## config.mk

```make
export PLATFORM = sky130hd
export DESIGN_NAME = program_sequencer_with_stack
export DESIGN_NICKNAME = d
export VERILOG_FILES = /design/src/pkg/seq_pkg.sv /design/src/logic/program_sequencer_with_stack.sv
export SDC_FILE = /design/constraint.sdc
export NUM_CORES = 1
export LEC_CHECK = 0
export BUFFER_PORTS_ARGS = -buffer_cell sky130_fd_sc_hd__buf_2
export CAP_MARGIN = 20
export CORE_MARGIN = 2
export CORE_UTILIZATION = 55
export DETAILED_ROUTE_END_ITERATION = 12
export GPL_TIMING_DRIVEN = 0
export PLACE_DENSITY_LB_ADDON = 0.1
export SYNTH_ARGS = -nofsm -noshare
export SYNTH_HDL_FRONTEND = slang
export SYNTH_SLANG_ARGS = --single-unit
```

## constraint.sdc

```tcl
create_clock -name i_core_clk -period 9.9 [get_ports i_core_clk]
set_clock_uncertainty 0.2 [all_clocks]
set_input_delay 0.99 -clock i_core_clk [delete_from_list [all_inputs] [get_ports i_core_clk]]
set_output_delay 0.99 -clock i_core_clk [all_outputs]
set_load 0.01 [all_outputs]
```

## src/pkg/seq_pkg.sv

```systemverilog
// Purpose: shared constants and types for the program sequencer
// Assumes: 11-bit program space of 14-bit words, 4-level return stack
// Notes: vectors are placed at plain defaults
package seq_pkg;
    localparam int PC_W = 11;
    localparam int WORD_W = 14;
    localparam int STACK_DEPTH = 4;
    localparam int SP_W = 3;
    localparam int PHASES = 4;
    localparam logic [SP_W-1:0] SP_RESET = 3'h0;
    localparam logic [PC_W-1:0] RESET_VECTOR = 11'h000;
    localparam logic [PC_W-1:0] EXT_VECTOR = 11'h004;
    localparam logic [PC_W-1:0] TMR_VECTOR = 11'h008;
    localparam logic [PC_W-1:0] ADC_VECTOR = 11'h00C;
    localparam logic [2:0] LAST_PAGE = 3'h7;
    localparam logic [1:0] PHASE_T1 = 2'h0;
    localparam logic [1:0] PHASE_T4 = 2'h3;
    localparam int TIME_NS = 5;

    typedef enum logic [3:0] {
        OP_NONE, OP_JUMP, OP_CALL, OP_RET, OP_RETURN_FROM_INTERRUPT, OP_SKIP,
        OP_PCL_WR, OP_TBL_CUR, OP_TBL_LAST
    } seq_op_t;

    typedef enum logic [3:0] {
        ALU_ADD, ALU_ADC, ALU_SUB, ALU_SBC, ALU_DAA, ALU_AND, ALU_OR,
        ALU_XOR, ALU_CPL, ALU_RR, ALU_RRC, ALU_RL, ALU_RLC, ALU_INC,
        ALU_DEC, ALU_PASS
    } alu_op_t;

    typedef struct packed {
        seq_op_t op;
        logic skip_taken;
        logic [PC_W-1:0] target;
        logic [7:0] pcl_data;
    } seq_cmd_t;

    typedef struct packed {
        logic carry;
        logic aux_carry;
        logic zero;
        logic overflow;
    } alu_flags_t;
endpackage

```

## src/logic/program_sequencer_with_stack.sv

```systemverilog
// Purpose: PC, return stack, vectors, table reads and ALU of an 8-bit core
// Assumes: decoder issues one seq_cmd_t per instruction cycle, at T4
// Notes: one instruction cycle is four i_core_clk phases
`timescale 1ns/1ps
`default_nettype none

module program_sequencer_with_stack #(
    parameter int STACK_LEVELS = seq_pkg::STACK_DEPTH
) (
    // Clock and reset
    input wire logic i_core_clk,
    input wire logic i_sys_rst,
    // Decoded instruction
    input wire seq_pkg::seq_cmd_t i_cmd,
    input wire logic [7:0] i_table_ptr,
    // Interrupt sources
    input wire logic i_ext_pin,
    input wire logic [1:0] i_ext_edge_sel,
    input wire logic i_ext_en,
    input wire logic i_tmr_ovf,
    input wire logic i_tmr_en,
    input wire logic i_adc_done,
    input wire logic i_adc_en,
    // Program memory
    input wire logic [seq_pkg::WORD_W-1:0] i_prog_word,
    output logic [seq_pkg::PC_W-1:0] o_prog_addr,
    output logic [seq_pkg::WORD_W-1:0] o_instr,
    output logic o_instr_valid,
    // Program-visible state
    output logic [7:0] o_pc_low_byte,
    output logic [7:0] o_table_low,
    output logic o_table_low_valid,
    output logic [5:0] o_table_high_latch,
    output logic [1:0] o_phase,
    output logic o_int_ack,
    output logic [2:0] o_int_pending,
    // ALU
    input wire seq_pkg::alu_op_t i_alu_op,
    input wire logic [7:0] i_alu_a,
    input wire logic [7:0] i_alu_b,
    input wire seq_pkg::alu_flags_t i_flags,
    output logic [7:0] o_alu_result,
    output seq_pkg::alu_flags_t o_alu_flags
);
    import seq_pkg::*;

    logic [1:0] phase;
    logic [PC_W-1:0] pc;
    logic [PC_W-1:0] stack [STACK_LEVELS];
    logic [SP_W-1:0] sp;
    logic dummy;
    logic tbl_second;
    logic [PC_W-1:0] tbl_addr;
    logic pin_s1, pin_s2, pin_s3;
    logic [2:0] pend;

    wire is_t1 = (phase == PHASE_T1);
    wire is_t4 = (phase == PHASE_T4);
    wire stack_full = (sp == SP_W'(STACK_LEVELS));
    wire stack_empty = (sp == SP_RESET);
    wire rise = pin_s2 & ~pin_s3;
    wire fall = ~pin_s2 & pin_s3;
    // Edge select: 01 falling, 10 rising, 11 both
    wire ext_evt = (i_ext_edge_sel[0] & fall) | (i_ext_edge_sel[1] & rise);
    wire [2:0] evt = {i_adc_done & i_adc_en, i_tmr_ovf & i_tmr_en,
                      ext_evt & i_ext_en};
    wire is_call = (i_cmd.op == OP_CALL);
    wire is_ret = (i_cmd.op == OP_RET) || (i_cmd.op == OP_RETURN_FROM_INTERRUPT);
    wire is_tbl = (i_cmd.op == OP_TBL_CUR) || (i_cmd.op == OP_TBL_LAST);
    wire cmd_ok = is_t4 & ~dummy & ~tbl_second;
    // Acknowledge only between instructions and with room on the stack
    wire take_int = cmd_ok & (pend != 3'h0) & ~stack_full & ~is_call &
                    (i_cmd.op == OP_NONE);
    wire [2:0] ack_onehot = pend & (~pend + 3'h1);
    wire [PC_W-1:0] int_vec = ack_onehot[0] ? EXT_VECTOR :
                              ack_onehot[1] ? TMR_VECTOR : ADC_VECTOR;
    wire [PC_W-1:0] tbl_cur = {pc[PC_W-1:8], i_table_ptr};
    wire [PC_W-1:0] tbl_last = {LAST_PAGE, i_table_ptr};

    logic [PC_W-1:0] next_pc;
    logic next_dummy;
    always_comb begin
        next_pc = pc;
        next_dummy = 1'b0;
        if (cmd_ok) begin
            next_pc = pc + 11'h001;
            if (take_int) begin
                next_pc = int_vec;
                next_dummy = 1'b1;
            end else begin
                case (i_cmd.op)
                    OP_JUMP, OP_CALL: begin
                        next_pc = i_cmd.target;
                        next_dummy = 1'b1;
                    end
                    OP_RET, OP_RETURN_FROM_INTERRUPT: begin
                        next_pc = stack[SP_W'(sp - 3'h1) % STACK_LEVELS];
                        next_dummy = 1'b1;
                    end
                    OP_SKIP: begin
                        next_dummy = i_cmd.skip_taken;
                    end
                    OP_PCL_WR: begin
                        next_pc = {pc[PC_W-1:8], i_cmd.pcl_data};
                        next_dummy = 1'b1;
                    end
                    default: begin
                        next_dummy = 1'b0;
                    end
                endcase
            end
        end else if (is_t4) begin
            next_pc = pc + 11'h001;
        end
    end

    // Fetch by PC, table by table address
    assign o_prog_addr = (tbl_second & ~is_t1) ? tbl_addr : pc;
    // Only the low byte is exposed
    assign o_pc_low_byte = pc[7:0];
    assign o_phase = phase;
    assign o_int_pending = pend;

    always_ff @(posedge i_core_clk or posedge i_sys_rst) begin
        if (i_sys_rst) begin
            phase <= PHASE_T1;
        end else begin
            phase <= phase + 2'h1;
        end
    end

    always_ff @(posedge i_core_clk or posedge i_sys_rst) begin
        if (i_sys_rst) begin
            pin_s1 <= 1'b0;
            pin_s2 <= 1'b0;
            pin_s3 <= 1'b0;
        end else begin
            pin_s1 <= i_ext_pin;
            pin_s2 <= pin_s1;
            pin_s3 <= pin_s2;
        end
    end

    always_ff @(posedge i_core_clk or posedge i_sys_rst) begin
        if (i_sys_rst) begin
            pc <= RESET_VECTOR;
            dummy <= 1'b0;
        end else if (is_t4) begin
            pc <= next_pc;
            dummy <= next_dummy;
        end
    end

    always_ff @(posedge i_core_clk or posedge i_sys_rst) begin
        if (i_sys_rst) begin
            sp <= SP_RESET;
        end else if (cmd_ok) begin
            // Call on full stack overwrites entry 0 and sp holds at the depth
            if (take_int || is_call) begin
                stack[sp[1:0]] <= pc + 11'h001;
                if (!stack_full) begin
                    sp <= sp + 3'h1;
                end
            end else if (is_ret && !stack_empty) begin
                sp <= sp - 3'h1;
            end
        end
    end

    // Flags stay pending while stack is full
    // One acknowledge clears only one source
    always_ff @(posedge i_core_clk or posedge i_sys_rst) begin
        if (i_sys_rst) begin
            pend <= 3'h0;
            o_int_ack <= 1'b0;
        end else begin
            pend <= (pend & ~(take_int ? ack_onehot : 3'h0)) | evt;
            o_int_ack <= take_int;
        end
    end

    // Table read occupies a second cycle
    always_ff @(posedge i_core_clk or posedge i_sys_rst) begin
        if (i_sys_rst) begin
            tbl_second <= 1'b0;
            tbl_addr <= RESET_VECTOR;
            o_table_high_latch <= 6'h00;
            o_table_low <= 8'h00;
            o_table_low_valid <= 1'b0;
        end else begin
            o_table_low_valid <= 1'b0;
            if (cmd_ok && is_tbl) begin
                tbl_second <= 1'b1;
                tbl_addr <= (i_cmd.op == OP_TBL_LAST) ? tbl_last : tbl_cur;
            end else if (tbl_second && is_t4) begin
                // Split word into data and latch
                tbl_second <= 1'b0;
                o_table_low <= i_prog_word[7:0];
                o_table_high_latch <= i_prog_word[WORD_W-1:8];
                o_table_low_valid <= 1'b1;
            end
        end
    end

    // Dummy cycle suppresses the fetched word
    always_ff @(posedge i_core_clk or posedge i_sys_rst) begin
        if (i_sys_rst) begin
            o_instr <= 14'h0000;
            o_instr_valid <= 1'b0;
        end else begin
            o_instr_valid <= is_t1 & ~dummy & ~tbl_second;
            if (is_t1) begin
                o_instr <= i_prog_word;
            end
        end
    end

    logic [8:0] sum;
    logic [7:0] adj;
    always_comb begin
        sum = 9'h000;
        adj = 8'h00;
        case (i_alu_op)
            ALU_ADD: sum = {1'b0, i_alu_a} + {1'b0, i_alu_b};
            ALU_ADC: sum = {1'b0, i_alu_a} + {1'b0, i_alu_b} +
                           {8'h00, i_flags.carry};
            ALU_SUB: sum = {1'b0, i_alu_a} + {1'b0, ~i_alu_b} + 9'h001;
            ALU_SBC: sum = {1'b0, i_alu_a} + {1'b0, ~i_alu_b} +
                           {8'h00, i_flags.carry};
            ALU_DAA: begin
                adj[3:0] = (i_alu_a[3:0] > 4'h9 || i_flags.aux_carry) ?
                           4'h6 : 4'h0;
                adj[7:4] = (i_alu_a[7:4] > 4'h9 || i_flags.carry) ?
                           4'h6 : 4'h0;
                sum = {1'b0, i_alu_a} + {1'b0, adj};
            end
            ALU_AND: sum = {i_flags.carry, i_alu_a & i_alu_b};
            ALU_OR: sum = {i_flags.carry, i_alu_a | i_alu_b};
            ALU_XOR: sum = {i_flags.carry, i_alu_a ^ i_alu_b};
            ALU_CPL: sum = {i_flags.carry, ~i_alu_a};
            ALU_RR: sum = {i_flags.carry, i_alu_a[0], i_alu_a[7:1]};
            ALU_RRC: sum = {i_alu_a[0], i_flags.carry, i_alu_a[7:1]};
            ALU_RL: sum = {i_flags.carry, i_alu_a[6:0], i_alu_a[7]};
            ALU_RLC: sum = {i_alu_a, i_flags.carry};
            ALU_INC: sum = {i_flags.carry, i_alu_a + 8'h01};
            ALU_DEC: sum = {i_flags.carry, i_alu_a - 8'h01};
            default: sum = {i_flags.carry, i_alu_a};
        endcase
    end

    always_ff @(posedge i_core_clk or posedge i_sys_rst) begin
        if (i_sys_rst) begin
            o_alu_result <= 8'h00;
            o_alu_flags <= '0;
        end else if (is_t4) begin
            o_alu_result <= sum[7:0];
            o_alu_flags.carry <= sum[8];
            o_alu_flags.zero <= (sum[7:0] == 8'h00);
            o_alu_flags.aux_carry <= (i_alu_a[3:0] + i_alu_b[3:0]) > 5'h0F;
            o_alu_flags.overflow <= (i_alu_a[7] == i_alu_b[7]) &&
                                    (sum[7] != i_alu_a[7]);
        end
    end

    chk_pc_steps: assert property (@(posedge i_core_clk)
        disable iff (i_sys_rst)
        (cmd_ok && i_cmd.op == OP_NONE && !take_int) |=>
        pc == $past(pc) + 11'h001)
        else $error("pc did not advance by one");
    chk_pcl_page: assert property (@(posedge i_core_clk)
        disable iff (i_sys_rst)
        (cmd_ok && i_cmd.op == OP_PCL_WR && !take_int) |=>
        pc[10:8] == $past(pc[10:8]) && dummy)
        else $error("pcl write left page or no dummy");
    chk_full_block: assert property (@(posedge i_core_clk)
        disable iff (i_sys_rst)
        stack_full |-> !take_int)
        else $error("interrupt taken on full stack");
    chk_sp_bound: assert property (@(posedge i_core_clk)
        disable iff (i_sys_rst)
        sp <= SP_W'(STACK_LEVELS))
        else $error("stack pointer past depth");
    chk_phase_wrap: assert property (@(posedge i_core_clk)
        disable iff (i_sys_rst)
        is_t4 |=> is_t1 ##3 is_t4)
        else $error("phase sequence broken");
    chk_tbl_two: assert property (@(posedge i_core_clk)
        disable iff (i_sys_rst)
        (cmd_ok && is_tbl) |=> tbl_second [*4] ##1 !tbl_second)
        else $error("table read not two cycles");
    chk_last_page: assert property (@(posedge i_core_clk)
        disable iff (i_sys_rst)
        (cmd_ok && i_cmd.op == OP_TBL_LAST) |=> tbl_addr[10:8] == LAST_PAGE)
        else $error("last page address wrong");
    chk_one_ack: assert property (@(posedge i_core_clk)
        disable iff (i_sys_rst)
        take_int |-> $onehot(ack_onehot))
        else $error("more than one acknowledge");

    cov_call: cover property (@(posedge i_core_clk) cmd_ok && is_call);
    cov_int: cover property (@(posedge i_core_clk) take_int);
    cov_full: cover property (@(posedge i_core_clk) stack_full && pend != 0);
    cov_tbl: cover property (@(posedge i_core_clk) o_table_low_valid);
endmodule
`default_nettype wire

```

[After elaboration in Yosys (flattened, before gate mapping)]
Memories as Yosys holds them, arrays and structs flattened.
Index checks and enable logic that the tools add are counted.
Word-level totals
  register bits after elaboration: 78
  bits in latches: 0
  memory bits (writable): 44
  bits in read-only memories: 0
  output and inout port bits: 67
  logic and storage cells: 153
  memories kept: 1
Memory list
  stack: depth 4, width 11, read ports 1, clocked after memory_dff 0, wr ports 1, line program_sequencer_with_stack.sv:49  | logic [PC_W-1:0] stack [STACK_LEVELS];
Cells by class
  $add $sub $neg: 14
  $mul: 0
  div/mod/pow operators: 0
  $lt $le $gt $ge: 3
  equality and inequality tests: 28
  shift-type cells: 0
  mux-type cells: 24
  bitwise operators: 35
  reduce and logical (&&, ||, !) cells: 26
Operators with widths (count)
  one-hot mux 9 bit (15 select lines): 1
  2-to-1 mux 11 bit: 4
  one-hot mux 11 bit (3 select lines): 1
  == test 4 x 3 -> 1 bit (second input constant): 8
  == test 4 bit (second input constant): 8
  2-to-1 mux 3 bit: 7
  adder 8 x 8 -> 9 bit: 2
  adder 9 x 1 -> 9 bit: 2
  bitwise AND 1 bit: 16
  == test 4 x 2 -> 1 bit (second input constant): 4
  NOT 8 bit: 2
  adder 11 x 1 -> 11 bit (second input constant): 1
  adder 8 x 7 -> 9 bit: 1
  adder 9 x 1 -> 9 bit (second input constant): 1
  2-to-1 mux 1 bit: 9
  adder 8 x 1 -> 8 bit (second input constant): 1
  bitwise AND 8 bit: 1
  == test 4 x 1 -> 1 bit (second input constant): 2
  greater-than comparator 4 bit (second input constant): 2
  logical NOT 4 bit: 2
  logical NOT 8 bit: 1
  NOT 1 bit: 8
  bitwise OR 8 bit: 1
  subtractor 8 x 1 -> 8 bit (second input constant): 1
  29 further kinds: 44

[Depth between registers and ports, before layout]
Gate-level depths: netlist of run 1.
  depth after elaboration: 12
  mapped depth: 14
  depth with buffers taken out: 13

[Least setup slack after synthesis of run 1]
No wires, ideal clock.
  path kind: input port to flip-flop
  start: in i_alu_op[0]
  end: reg o_alu_flags[1] (netlist bit)
  library setup time: 0.104 ns
  arrival time: 3.768 ns
  required time: 9.596 ns
  slack: 5.828 ns
  stages: 13
  path through: buf_2 -> nand2b_1 -> nor2_1 -> ha_1 -> and3_1 -> o2bb2ai_1 -> o41ai_1 -> xnor2_1 -> mux2i_1 -> o221ai_1 -> nor3b_2 -> nor2_1 -> o41ai_2
On the way
  word-level cells in the longest chain between the ends: 3
  elaborated cells on any way between the ends: 17
Ends and longest elaborated chain
  start: declaration: line program_sequencer_with_stack.sv:38  | input wire seq_pkg::alu_op_t i_alu_op,
  == test 4 bit (tied with other cells): line program_sequencer_with_stack.sv:223  | case (i_alu_op)
  one-hot mux 9 bit (15 select lines) (*): line program_sequencer_with_stack.sv:223
  logical NOT 8 bit (*): line program_sequencer_with_stack.sv:258  | o_alu_flags.zero <= (sum[7:0] == 8'h00);
  end: declaration: line program_sequencer_with_stack.sv:43  | output seq_pkg::alu_flags_t o_alu_flags
Mark *: on every way between the ends. The rest lies on a longest branch, timed or not.
A chain may end at the register's enable or synchronous reset.

[Final worst setup path of run 1]
Ends and elaborated chain as after synthesis.

==> results.sh, run 1 <==
export IMPL_status="complete, no violations"
export IMPL_dpl_cell_area_mm2=0.00940
export IMPL_hold_viol=0
export IMPL_p_leak_nw=4.32
export IMPL_grt_pass1_vias=6985
export IMPL_post_cts_buffers=0
export IMPL_layout_commonest_cell="buf_2"
export IMPL_end_kind="flip-flop"
export IMPL_finalMaxSlewViolations=0
export IMPL_drive_gt1_frac=0.297
export IMPL_vias=7263
export IMPL_clkLatencyLatePin_ns=0.41
export IMPL_ys_seq_area_frac=0.388
export IMPL_antennaDiodeCount=0
export IMPL_power_mw=2.04
export IMPL_cap_violations=0
export IMPL_wl_mm=23.8
export IMPL_grt_max_degree=49
export IMPL_holdCritPathClass="reg -> reg"
export IMPL_design_area_mm2=0.0100
export IMPL_synth_seq_cells=122
export IMPL_fin_tns_setup_ns=0
export IMPL_critPathLaunchType="input port"
export IMPL_yosys_warnings=0
export IMPL_cts_root_buf="clkbuf_16"
export IMPL_numPortBuffers=142
export IMPL_synthFlopType="dfrtp_1"
export IMPL_gp_congestion=0.981
export IMPL_synth_nets=957
export IMPL_fp_dieH_um=128
export IMPL_place_inst=1157
export IMPL_core_mm2=0.0151
export IMPL_cts_max_level=4
export IMPL_start_util=0.558
export IMPL_yosys_cell_types_count=84
export IMPL_grt_setup_unrepaired="false"
export IMPL_gr_total_overflow=0
export IMPL_netlist_area_mm2=0.00843
export IMPL_layoutNonFillerInstCount=1189
export IMPL_dieArea_mm2=0.0163
export IMPL_relSlewSlack=0.200
export IMPL_via_per_inst=6.11
export IMPL_clkSinkCount=122
export IMPL_setup_viol=0
export IMPL_grtUsageTotal=0.293
export IMPL_ant_nets=0
export IMPL_io_pins=147
export IMPL_layout_worst_path_cycle_share=0.473
export IMPL_irDropWorstVdd_mv=0.137
export IMPL_final_fill_count=1248
export IMPL_synth_area_per_cell_um2=10.2
export IMPL_area_growth_pct=18.7
export IMPL_dieWidth_um=128
export IMPL_mostFrequentLayoutCells="buf_2 (151), dfrtp_1 (78), nand2_1 (62)"
export IMPL_fmax_mhz=214
export IMPL_clkTransAtPathRegs_ns=0.06
export IMPL_ctsLongestPathBuffers=2
export IMPL_p_per_area_mw_per_mm2=204
export IMPL_async_reset_ff_frac=0.639
export IMPL_critical_path_class="in -> reg"
export IMPL_final_nets=1119
export IMPL_drc=0
export IMPL_cts_resized=0
export IMPL_hpwl_mm=17.8
export IMPL_arrival_ns=4.78
export IMPL_cp_required_ns=10.00
export IMPL_crit_fanout=10
export IMPL_tightest_slew_ns=1.19
export IMPL_cts_buffers=17
export IMPL_fp_row_count=45
export IMPL_grt_pass1_wl_mm=37.0
export IMPL_first_pass_iters=5
export IMPL_postSynthCellCount=826
export IMPL_antenna_found_initial=0
export IMPL_synth_edf_count=44
export IMPL_drt_iter0_markers=684
export IMPL_final_min_clock_period_ns=4.68
export IMPL_wire_per_inst_um=20.0
export IMPL_holdBufCountCts=0
export IMPL_cts_tree="built"
[path summary, 6_finish.rpt]
check / start / end / slack (ns) / depth (start not counted)
max: i_alu_op[0] / o_alu_flags[1]$_DFFE_PP0N_ / 5.22 / 14
min: pin_s1$_DFF_PP0_ / pin_s2$_DFF_PP0_ / 0.16 / 0
max reg2reg: sp[0]$_DFFE_PP0P_ / stack[0][1]$_DFFE_PP_ / 5.94 / 10
min reg2reg: pin_s1$_DFF_PP0_ / pin_s2$_DFF_PP0_ / 0.16 / 0
max in group asynchronous: i_sys_rst / o_table_low[5]$_DFFE_PP0P_ / 8.51 / 3
min in group asynchronous: i_sys_rst / sp[2]$_DFFE_PP0P_ / 0.40 / 2
[Yosys cell counts, types with 4 or more instances]
master / number / area share
a211oi_1: 5 / 0.0045
a21o_1: 9 / 0.0080
a21oi_1: 42 / 0.025
a221oi_1: 14 / 0.015
a222oi_1: 8 / 0.0095
a22oi_1: 10 / 0.0089
a31oi_1: 9 / 0.0067
and2_1: 7 / 0.0052
and3_1: 8 / 0.0059
buf_1: 4 / 0.0018
buf_2: 9 / 0.0053
buf_4: 10 / 0.0089
clkbuf_1: 22 / 0.0098
clkbuf_8: 4 / 0.0065
dfrtp_1: 78 / 0.23
edfxtp_1: 44 / 0.16
fa_1: 4 / 0.0095
ha_1: 47 / 0.070
inv_1: 44 / 0.020
mux2_2: 51 / 0.068
mux2i_1: 11 / 0.013
mux4_2: 11 / 0.029
nand2_1: 62 / 0.028
nand2b_1: 13 / 0.0097
nand3_1: 19 / 0.011
nand3b_1: 4 / 0.0036
nand4_1: 4 / 0.0030
nor2_1: 60 / 0.027
nor2b_1: 7 / 0.0052
nor3_1: 18 / 0.011
nor4_1: 5 / 0.0037
o211ai_1: 5 / 0.0045
o21ai_0: 35 / 0.021
o221ai_1: 4 / 0.0042
o22ai_1: 9 / 0.0067
o31ai_1: 5 / 0.0045
or2_2: 6 / 0.0045
xnor2_1: 37 / 0.038
xor2_1: 9 / 0.0094
[stage by stage]
stage | hold slack [ns] | utilization | setup slack (ns)
floorplan | 0.131 | - | 5.83
global placement | 0.133 | 0.621 | 4.95
detailed placement | 0.146 | 0.623 | 4.95
CTS | 0.161 | 0.663 | 5.32
global route | 0.161 | 0.663 | 5.05
finish | 0.156 | 0.663 | 5.22
[per-layer routing]
layer  global-route usage  wire (µm)
met1                0.371       9690
met4                0.138        916
met5                    0          0
met2                0.493      11700
met3               0.0488       1500
[critical path, cell delays in order]
cell and delay, ns:
buf_2 0.10, buf_2 0.17, nand2b_1 0.31, nor2_1 0.52, ha_1 0.38, and3_1 0.20
o2bb2ai_1 0.14, o41ai_1 0.41, xnor2_1 0.19, mux2i_1 0.29, o221ai_1 0.22, nor3b_2 0.34
nor2_1 0.13, o41ai_2 0.37
[state kept, by name, indices dropped and copies added, names as in the netlist]
name                count
o_phase                 2
pin_s3                  1
o_table_low_valid       1
pc                     11
pin_s1                  1
dummy                   1
o_instr                14
pin_s2                  1
tbl_second              1
o_int_pending           3
o_table_low             8
tbl_addr               11
o_instr_valid           1
o_int_ack               1
stack                  44
sp                      3
o_table_high_latch      6
o_alu_result            8
o_alu_flags             4
[cells by family after synthesis]
group,count (synthesis),synth area share
adders and majority gates,52,0.0805
xor gates and xnor gates,48,0.0517
DFF,122,0.388
AOI/OAI and AO/OA,195,0.166
and+or+nand+nor,239,0.147
muxes,73,0.111
buffers and inverters,97,0.0560
[report_power, final]
part | switching [mW] | internal, mW | leakage [nW] | total [mW]
Clock | 0.224 | 0.400 | 0.293 | 0.624
Sequential | 0.0755 | 0.630 | 1.32 | 0.706
Combinational | 0.394 | 0.314 | 2.70 | 0.708
[layout make-up]
type / instances / area, µm² / area share
multi-input cells: 607 / 4680 / 0.468
flip-flops and latches: 122 / 3270 / 0.327
repair buffers: 143 / 738 / 0.0738
clock buffers: 23 / 489 / 0.0489
plain buffers: 52 / 303 / 0.0303
well taps: 188 / 235 / 0.0235
inverters: 45 / 171 / 0.0171
clock inverters: 9 / 113 / 0.0113
No activity file was read; power rests on OpenSTA's default activity.
==> inputs of run 2 (changes only) <==
- ABC_AREA: default -> 1
- CORE_UTILIZATION: 55 -> 52
- clock period: 9.9 -> 4.2 ns (I/O delays scaled with it)
==> run 2 against run 1 <==
Compared with the run above: global-route usage shrank 0.31 points; design area grew 0.55%; wire length grew 3.2%; register-to-register slack lost 5.5 ns; critical path type is now reg -> reg; largest cell class unchanged; highest routed layer unchanged.
==> results.sh, run 2 <==
export IMPL_synth_area_leaders="dfrtp_1 (23%), edfxtp_1 (16%), nand2_1 (14%)"
export IMPL_async_reset_ff_frac=0.639
export IMPL_layout_worst_path_cycle_share=0.892
export IMPL_area_growth_pct=20.9
export IMPL_fin_tns_setup_ns=0
export IMPL_dieWidth_um=131
export IMPL_relSlewSlack=0.436
export IMPL_finalMaxSlewViolations=0
export IMPL_grt_max_degree=44
export IMPL_place_inst=1483
export IMPL_clkTransAtPathRegs_ns=0.06
export IMPL_power_switching_mw=1.77
export IMPL_ys_seq_area_frac=0.393
export IMPL_ctsLongestPathBuffers=2
export IMPL_p_leak_nw=5.11
export IMPL_wl_mm=24.5
export IMPL_netlist_area_mm2=0.00832
export IMPL_p_per_area_mw_per_mm2=468
export IMPL_drive_gt1_frac=0.186
export IMPL_combPwrFrac=0.342
export IMPL_yosys_warnings=0
export IMPL_via_per_inst=5.36
export IMPL_final_min_clock_period_ns=3.75
export IMPL_holdCritPathClass="in -> reg"
export IMPL_hold_viol=0
export IMPL_gp_congestion=0.996
export IMPL_cts_root_buf="clkbuf_16"
export IMPL_largest_reg_flops=44
export IMPL_synth_most_common_cell="nand2_1"
export IMPL_pwr_share_clk=0.320
export IMPL_cts_tree="built"
export IMPL_synth_common_cells="nand2_1 (315), inv_1 (124), nor2_1 (108)"
export IMPL_wire_per_inst_um=16.1
export IMPL_hpwl_mm=18.3
export IMPL_power_mw=4.71
export IMPL_critical_path_class="reg -> reg"
export IMPL_numPortBuffers=144
export IMPL_fp_row_count=46
export IMPL_antenna_found_initial=0
export IMPL_final_nets=1429
export IMPL_fmax_mhz=267
export IMPL_final_fill_count=1445
export IMPL_synth_nets=1253
export IMPL_start_util=0.528
export IMPL_fp_dieH_um=131
export IMPL_arrival_ns=3.67
export IMPL_grt_pass1_wl_mm=38.0
export IMPL_synthMuxAreaShare=0.00676
export IMPL_vias=8187
export IMPL_ant_nets=0
export IMPL_setup_viol=0
export IMPL_cts_buffers=17
export IMPL_tightest_slew_ns=0.843
export IMPL_p_int_mw=2.94
export IMPL_cts_max_level=4
export IMPL_synth_top_area_cell="dfrtp_1"
export IMPL_synth_top_family_by_area="simple AND/OR/NAND/NOR gates"
export IMPL_end_kind="flip-flop"
export IMPL_synth_top_area_frac=0.235
export IMPL_crit_fanout=11
export IMPL_gr_total_overflow=0
export IMPL_swShare=0.376
export IMPL_path_cells="clkbuf_1 > inv_1 > clkbuf_1 > ha_1 > ha_1 > nor4_4 > inv_2 > nand2_4 > nand3_1 > nor2_1 > buf_6"
export IMPL_grt_setup_unrepaired="false"
export IMPL_p_seq_frac=0.338
export IMPL_mostFrequentLayoutCells="nand2_1 (315), buf_2 (149), inv_1 (123)"
export IMPL_antennaDiodeCount=0
export IMPL_postSynthCellCount=1122
export IMPL_yosys_area_share_simple=0.294
export IMPL_synth_edf_count=44
export IMPL_synth_area_per_cell_um2=7.42
export IMPL_synth_xor_area_share=0.0158
export IMPL_synth_compound_area_frac=0.127
export IMPL_cp_slowest_stage_delay_ns=0.53
export IMPL_core_mm2=0.0158
export IMPL_layout_commonest_cell="nand2_1"
export IMPL_slowest_stage="nor2_1"
export IMPL_grt_pass1_vias=7592
export IMPL_irDropWorstVdd_mv=0.308
export IMPL_synth_fa_ha_area_frac=0.0803
export IMPL_first_pass_iters=5
export IMPL_post_cts_buffers=0
export IMPL_grtUsageTotal=0.290
export IMPL_cp_required_ns=4.12
export IMPL_drc=0
export IMPL_synthFlopType="dfrtp_1"
export IMPL_yosys_cell_types_count=48
export IMPL_drt_iter0_markers=754
export IMPL_status="complete, no violations"
export IMPL_layoutNonFillerInstCount=1527
export IMPL_clkLatencyLatePin_ns=0.42
export IMPL_io_pins=147
export IMPL_dieArea_mm2=0.0170
export IMPL_critPathLaunchType="flip-flop"
export IMPL_clkSinkCount=122
export IMPL_synth_seq_cells=122
export IMPL_cap_violations=0
[run 2: worst max-delay path, delay by kind of cell (launching register included)]
| kind | cells | cell delay [ns] |
|---|---|---|
| adders and majority gates | 2 | 0.61 |
| buffers and inverters | 5 | 1.02 |
| DFF | 1 | 0.37 |
| and+or+nand+nor | 4 | 1.23 |
[run 2: cell families after synthesis]
| group | after synthesis |
|---|---|
| AND/OR/NAND/NOR | 575 |
| adder cells (fa/ha/maj) | 51 |
| flip-flops | 122 |
| multiplexers | 5 |
| buffers and inverters | 172 |
| AO/OA/AOI/OAI | 182 |
| XOR/XNOR | 15 |
[run 2: cell type report]
type / count / area [µm²] / area share
multi-input cells: 828 / 4360 / 0.434
flip-flops and latches: 122 / 3270 / 0.325
repair buffers: 157 / 857 / 0.0852
inverters: 137 / 517 / 0.0514
clock buffers: 17 / 425 / 0.0423
well taps: 216 / 270 / 0.0269
clock inverters: 15 / 178 / 0.0177
plain buffers: 35 / 176 / 0.0175
[run 2: power by group through the flow]
stage	clock, mW	sequential [mW]	combinational [mW]
after floorplan	0	1.61	1.01
after global placement	0	1.61	1.56
after detailed placement	0	1.61	1.59
after CTS	1.52	1.59	1.60
after global routing	1.57	1.61	1.81
final	1.51	1.59	1.61
[run 2: layer usage]
metal  GRT usage  up-vias  part of all wire
li1            -     4055                 -
met4       0.104        0             0.024
met2       0.496      302              0.49
met5           0        -                 0
met3      0.0436       41             0.059
met1       0.377     3789              0.43
[run 2: final timing paths]
path                              startpoint                           to  slack, ns  cells past startpoint
setup / recovery           sp[0]$_DFFE_PP0P_        stack[0][4]$_DFFE_PP_       0.45                     11
hold / removal                i_table_ptr[1]      tbl_addr[1]$_DFFE_PP0P_      0.009                      3
setup reg to reg           sp[0]$_DFFE_PP0P_        stack[0][4]$_DFFE_PP_       0.45                     11
hold reg to reg             pin_s1$_DFF_PP0_             pin_s2$_DFF_PP0_       0.15                      0
max in group asynchronous          i_sys_rst  o_alu_result[1]$_DFFE_PP0N_       2.81                      4
min in group asynchronous          i_sys_rst      tbl_addr[5]$_DFFE_PP0P_       0.40                      3
[run 2: timing repair]
action / 4_1_cts / 5_1_grt
gates resized for setup: 0 / 1
hold buffers: 9 / 0
endpoints found under the setup margin: 0 / 2
hold endpoints to repair: 43 / 0
[run 2: per-stage QoR]
stage	area, µm²	utilization	hold WS, ns	setup WS [ns]
2_1_floorplan	8320	-	0.131	0.591
3_3_place_gp	9310	0.591	0.134	-0.777
3_5_place_dp	9340	0.592	0.136	0.275
4_1_cts	10000	0.636	0.000513	0.218
5_1_grt	10100	0.638	0.0171	0.173
6_report	10100	0.638	0.00925	0.453
==> inputs of run 3 (changes only) <==
==> constraint.sdc (replaced) <==
create_clock -name i_core_clk -period 4.2 [get_ports i_core_clk]
set_clock_uncertainty 0.2 [all_clocks]
set_input_delay 0.84 -clock i_core_clk [delete_from_list [all_inputs] [get_ports i_core_clk]]
set_output_delay 0.84 -clock i_core_clk [all_outputs]
set_load 0.01 [all_outputs]
==> run 3 against run 2 <==
Compared with the run above: die area did not move; cell count fell by 0.59%; first-iteration DRC count fell by 2.5%; largest cell class unchanged; largest power group unchanged; worst setup slack hardly changed; global-route usage decreased by 0.17 points; via count decreased by 0.96%.
==> results.sh, run 3 (same netlist as run 2, synthesis figures left out) <==
export IMPL_core_mm2=0.0158
export IMPL_grt_pass1_vias=7521
export IMPL_cts_tree="built"
export IMPL_fmax_mhz=267
export IMPL_hpwl_mm=18.3
export IMPL_final_fill_count=1456
export IMPL_numPortBuffers=144
export IMPL_layout_worst_path_cycle_share=0.892
export IMPL_crit_fanout=11
export IMPL_dieWidth_um=131
export IMPL_cap_violations=0
export IMPL_grt_max_degree=44
export IMPL_holdCritPathClass="reg -> reg"
export IMPL_hold_viol=0
export IMPL_final_min_clock_period_ns=3.75
export IMPL_gp_congestion=0.996
export IMPL_start_util=0.528
export IMPL_finalMaxSlewViolations=0
export IMPL_fp_dieH_um=131
export IMPL_critical_path_class="reg -> reg"
export IMPL_setup_ws_ns=0.452
export IMPL_status="complete, no violations"
export IMPL_design_area_mm2=0.00997
export IMPL_dpl_cell_area_mm2=0.00934
export IMPL_wl_met1_mm=10.5
export IMPL_drive_gt1_frac=0.187
export IMPL_io_pins=147
export IMPL_cp_required_ns=4.13
export IMPL_p_leak_nw=5.07
export IMPL_wl_met2_mm=11.9
export IMPL_grt_pass1_wl_mm=37.9
export IMPL_antenna_found_initial=0
export IMPL_fin_tns_setup_ns=0
export IMPL_clkLatencyLatePin_ns=0.42
export IMPL_end_kind="flip-flop"
export IMPL_cts_max_level=4
export IMPL_dieArea_mm2=0.0170
export IMPL_grt_setup_unrepaired="false"
export IMPL_critPathLaunchType="flip-flop"
export IMPL_drt_iter0_markers=735
export IMPL_layout_commonest_cell="nand2_1"
export IMPL_place_ws_ns=0.275
export IMPL_final_nets=1420
export IMPL_first_pass_iters=5
export IMPL_wire_per_inst_um=16.0
export IMPL_irDropWorstVdd_mv=0.308
export IMPL_tightest_slew_ns=0.806
export IMPL_post_cts_buffers=0
export IMPL_drc=0
export IMPL_antennaDiodeCount=0
export IMPL_grtUsageTotal=0.288
export IMPL_power_mw=4.70
export IMPL_ant_nets=0
export IMPL_arrival_ns=3.68
export IMPL_top_layer_used="met4"
export IMPL_wl_mm=24.3
export IMPL_cts_root_buf="clkbuf_16"
export IMPL_r2r_slack_ns=0.45
export IMPL_mostFrequentLayoutCells="nand2_1 (315), buf_2 (149), inv_1 (123)"
export IMPL_vias=8108
export IMPL_gr_total_overflow=0
export IMPL_clkSinkCount=122
export IMPL_via_per_inst=5.34
export IMPL_cts_buffers=17
export IMPL_wl_met3_mm=1.45
export IMPL_setup_viol=0
export IMPL_ctsLongestPathBuffers=2
export IMPL_relSlewSlack=0.461
export IMPL_p_per_area_mw_per_mm2=471
export IMPL_hold_slack_ns=0.152
export IMPL_largest_reg_flops=44
export IMPL_clkTransAtPathRegs_ns=0.06
export IMPL_fp_row_count=46
export IMPL_area_growth_pct=19.8
run 3: cell count changes in the layout (fill, tap and decap cells not counted), sizes merged:
cell and delta:
dlygate4sd3 -9
run 3: through the flow:
| step | util | cells |
|---|---|---|
| global route | 0.632 | 1518 |
| CTS | 0.630 | 1515 |
| detailed placement | 0.592 | 1483 |
| floorplan | - | 1122 |
| global placement | 0.591 | 1482 |
| finish | 0.632 | 1518 |
run 3: cell type report:
| type | count | area, µm² | share of cell area |
|---|---|---|---|
| multi-input cells | 828 | 4360 | 0.438 |
| inverters | 137 | 517 | 0.0518 |
| clock buffers | 17 | 425 | 0.0427 |
| repair buffers | 148 | 767 | 0.0769 |
| plain buffers | 35 | 176 | 0.0177 |
| well taps | 216 | 270 | 0.0271 |
| clock inverters | 15 | 178 | 0.0178 |
| flip-flops and latches | 122 | 3270 | 0.328 |
run 3: per-layer routing:
metal | GRT usage | vias to the layer above
met3 | 0.0436 | 32
met4 | 0.0995 | 0
li1 | - | 4035
met5 | 0 | -
met1 | 0.377 | 3758
met2 | 0.493 | 283
run 3: repair_timing:
action,CTS,global route
endpoints found under the setup margin,0,11
hold buffers,0,0
resized for setup,0,1
run 3: worst paths after layout:
kind,startpoint,to,cells past startpoint
max reg2reg,sp[0]$_DFFE_PP0P_,stack[0][4]$_DFFE_PP_,11
max in group asynchronous,i_sys_rst,o_alu_result[4]$_DFFE_PP0N_,3
max,sp[0]$_DFFE_PP0P_,stack[0][4]$_DFFE_PP_,11
min reg2reg,pin_s1$_DFF_PP0_,pin_s2$_DFF_PP0_,0
min,pin_s1$_DFF_PP0_,pin_s2$_DFF_PP0_,0
min in group asynchronous,i_sys_rst,tbl_addr[0]$_DFFE_PP0P_,2
run 3: critical path, cell delays in order, from the launching register on:
cell      delay, ns
dfrtp_1        0.37
clkbuf_1       0.31
inv_1          0.10
clkbuf_1       0.27
ha_1           0.34
ha_1           0.28
nor4_4         0.41
inv_2          0.13
nand2_4        0.12
nand3_1        0.16
nor2_1         0.53
buf_6          0.22
run 3: report_power, final:
group	internal (mW)	total (mW)	leakage [nW]	switching, mW
logic	0.577	1.60	3.44	1.03
registers	1.46	1.59	1.34	0.131
clock network	0.897	1.51	0.288	0.609
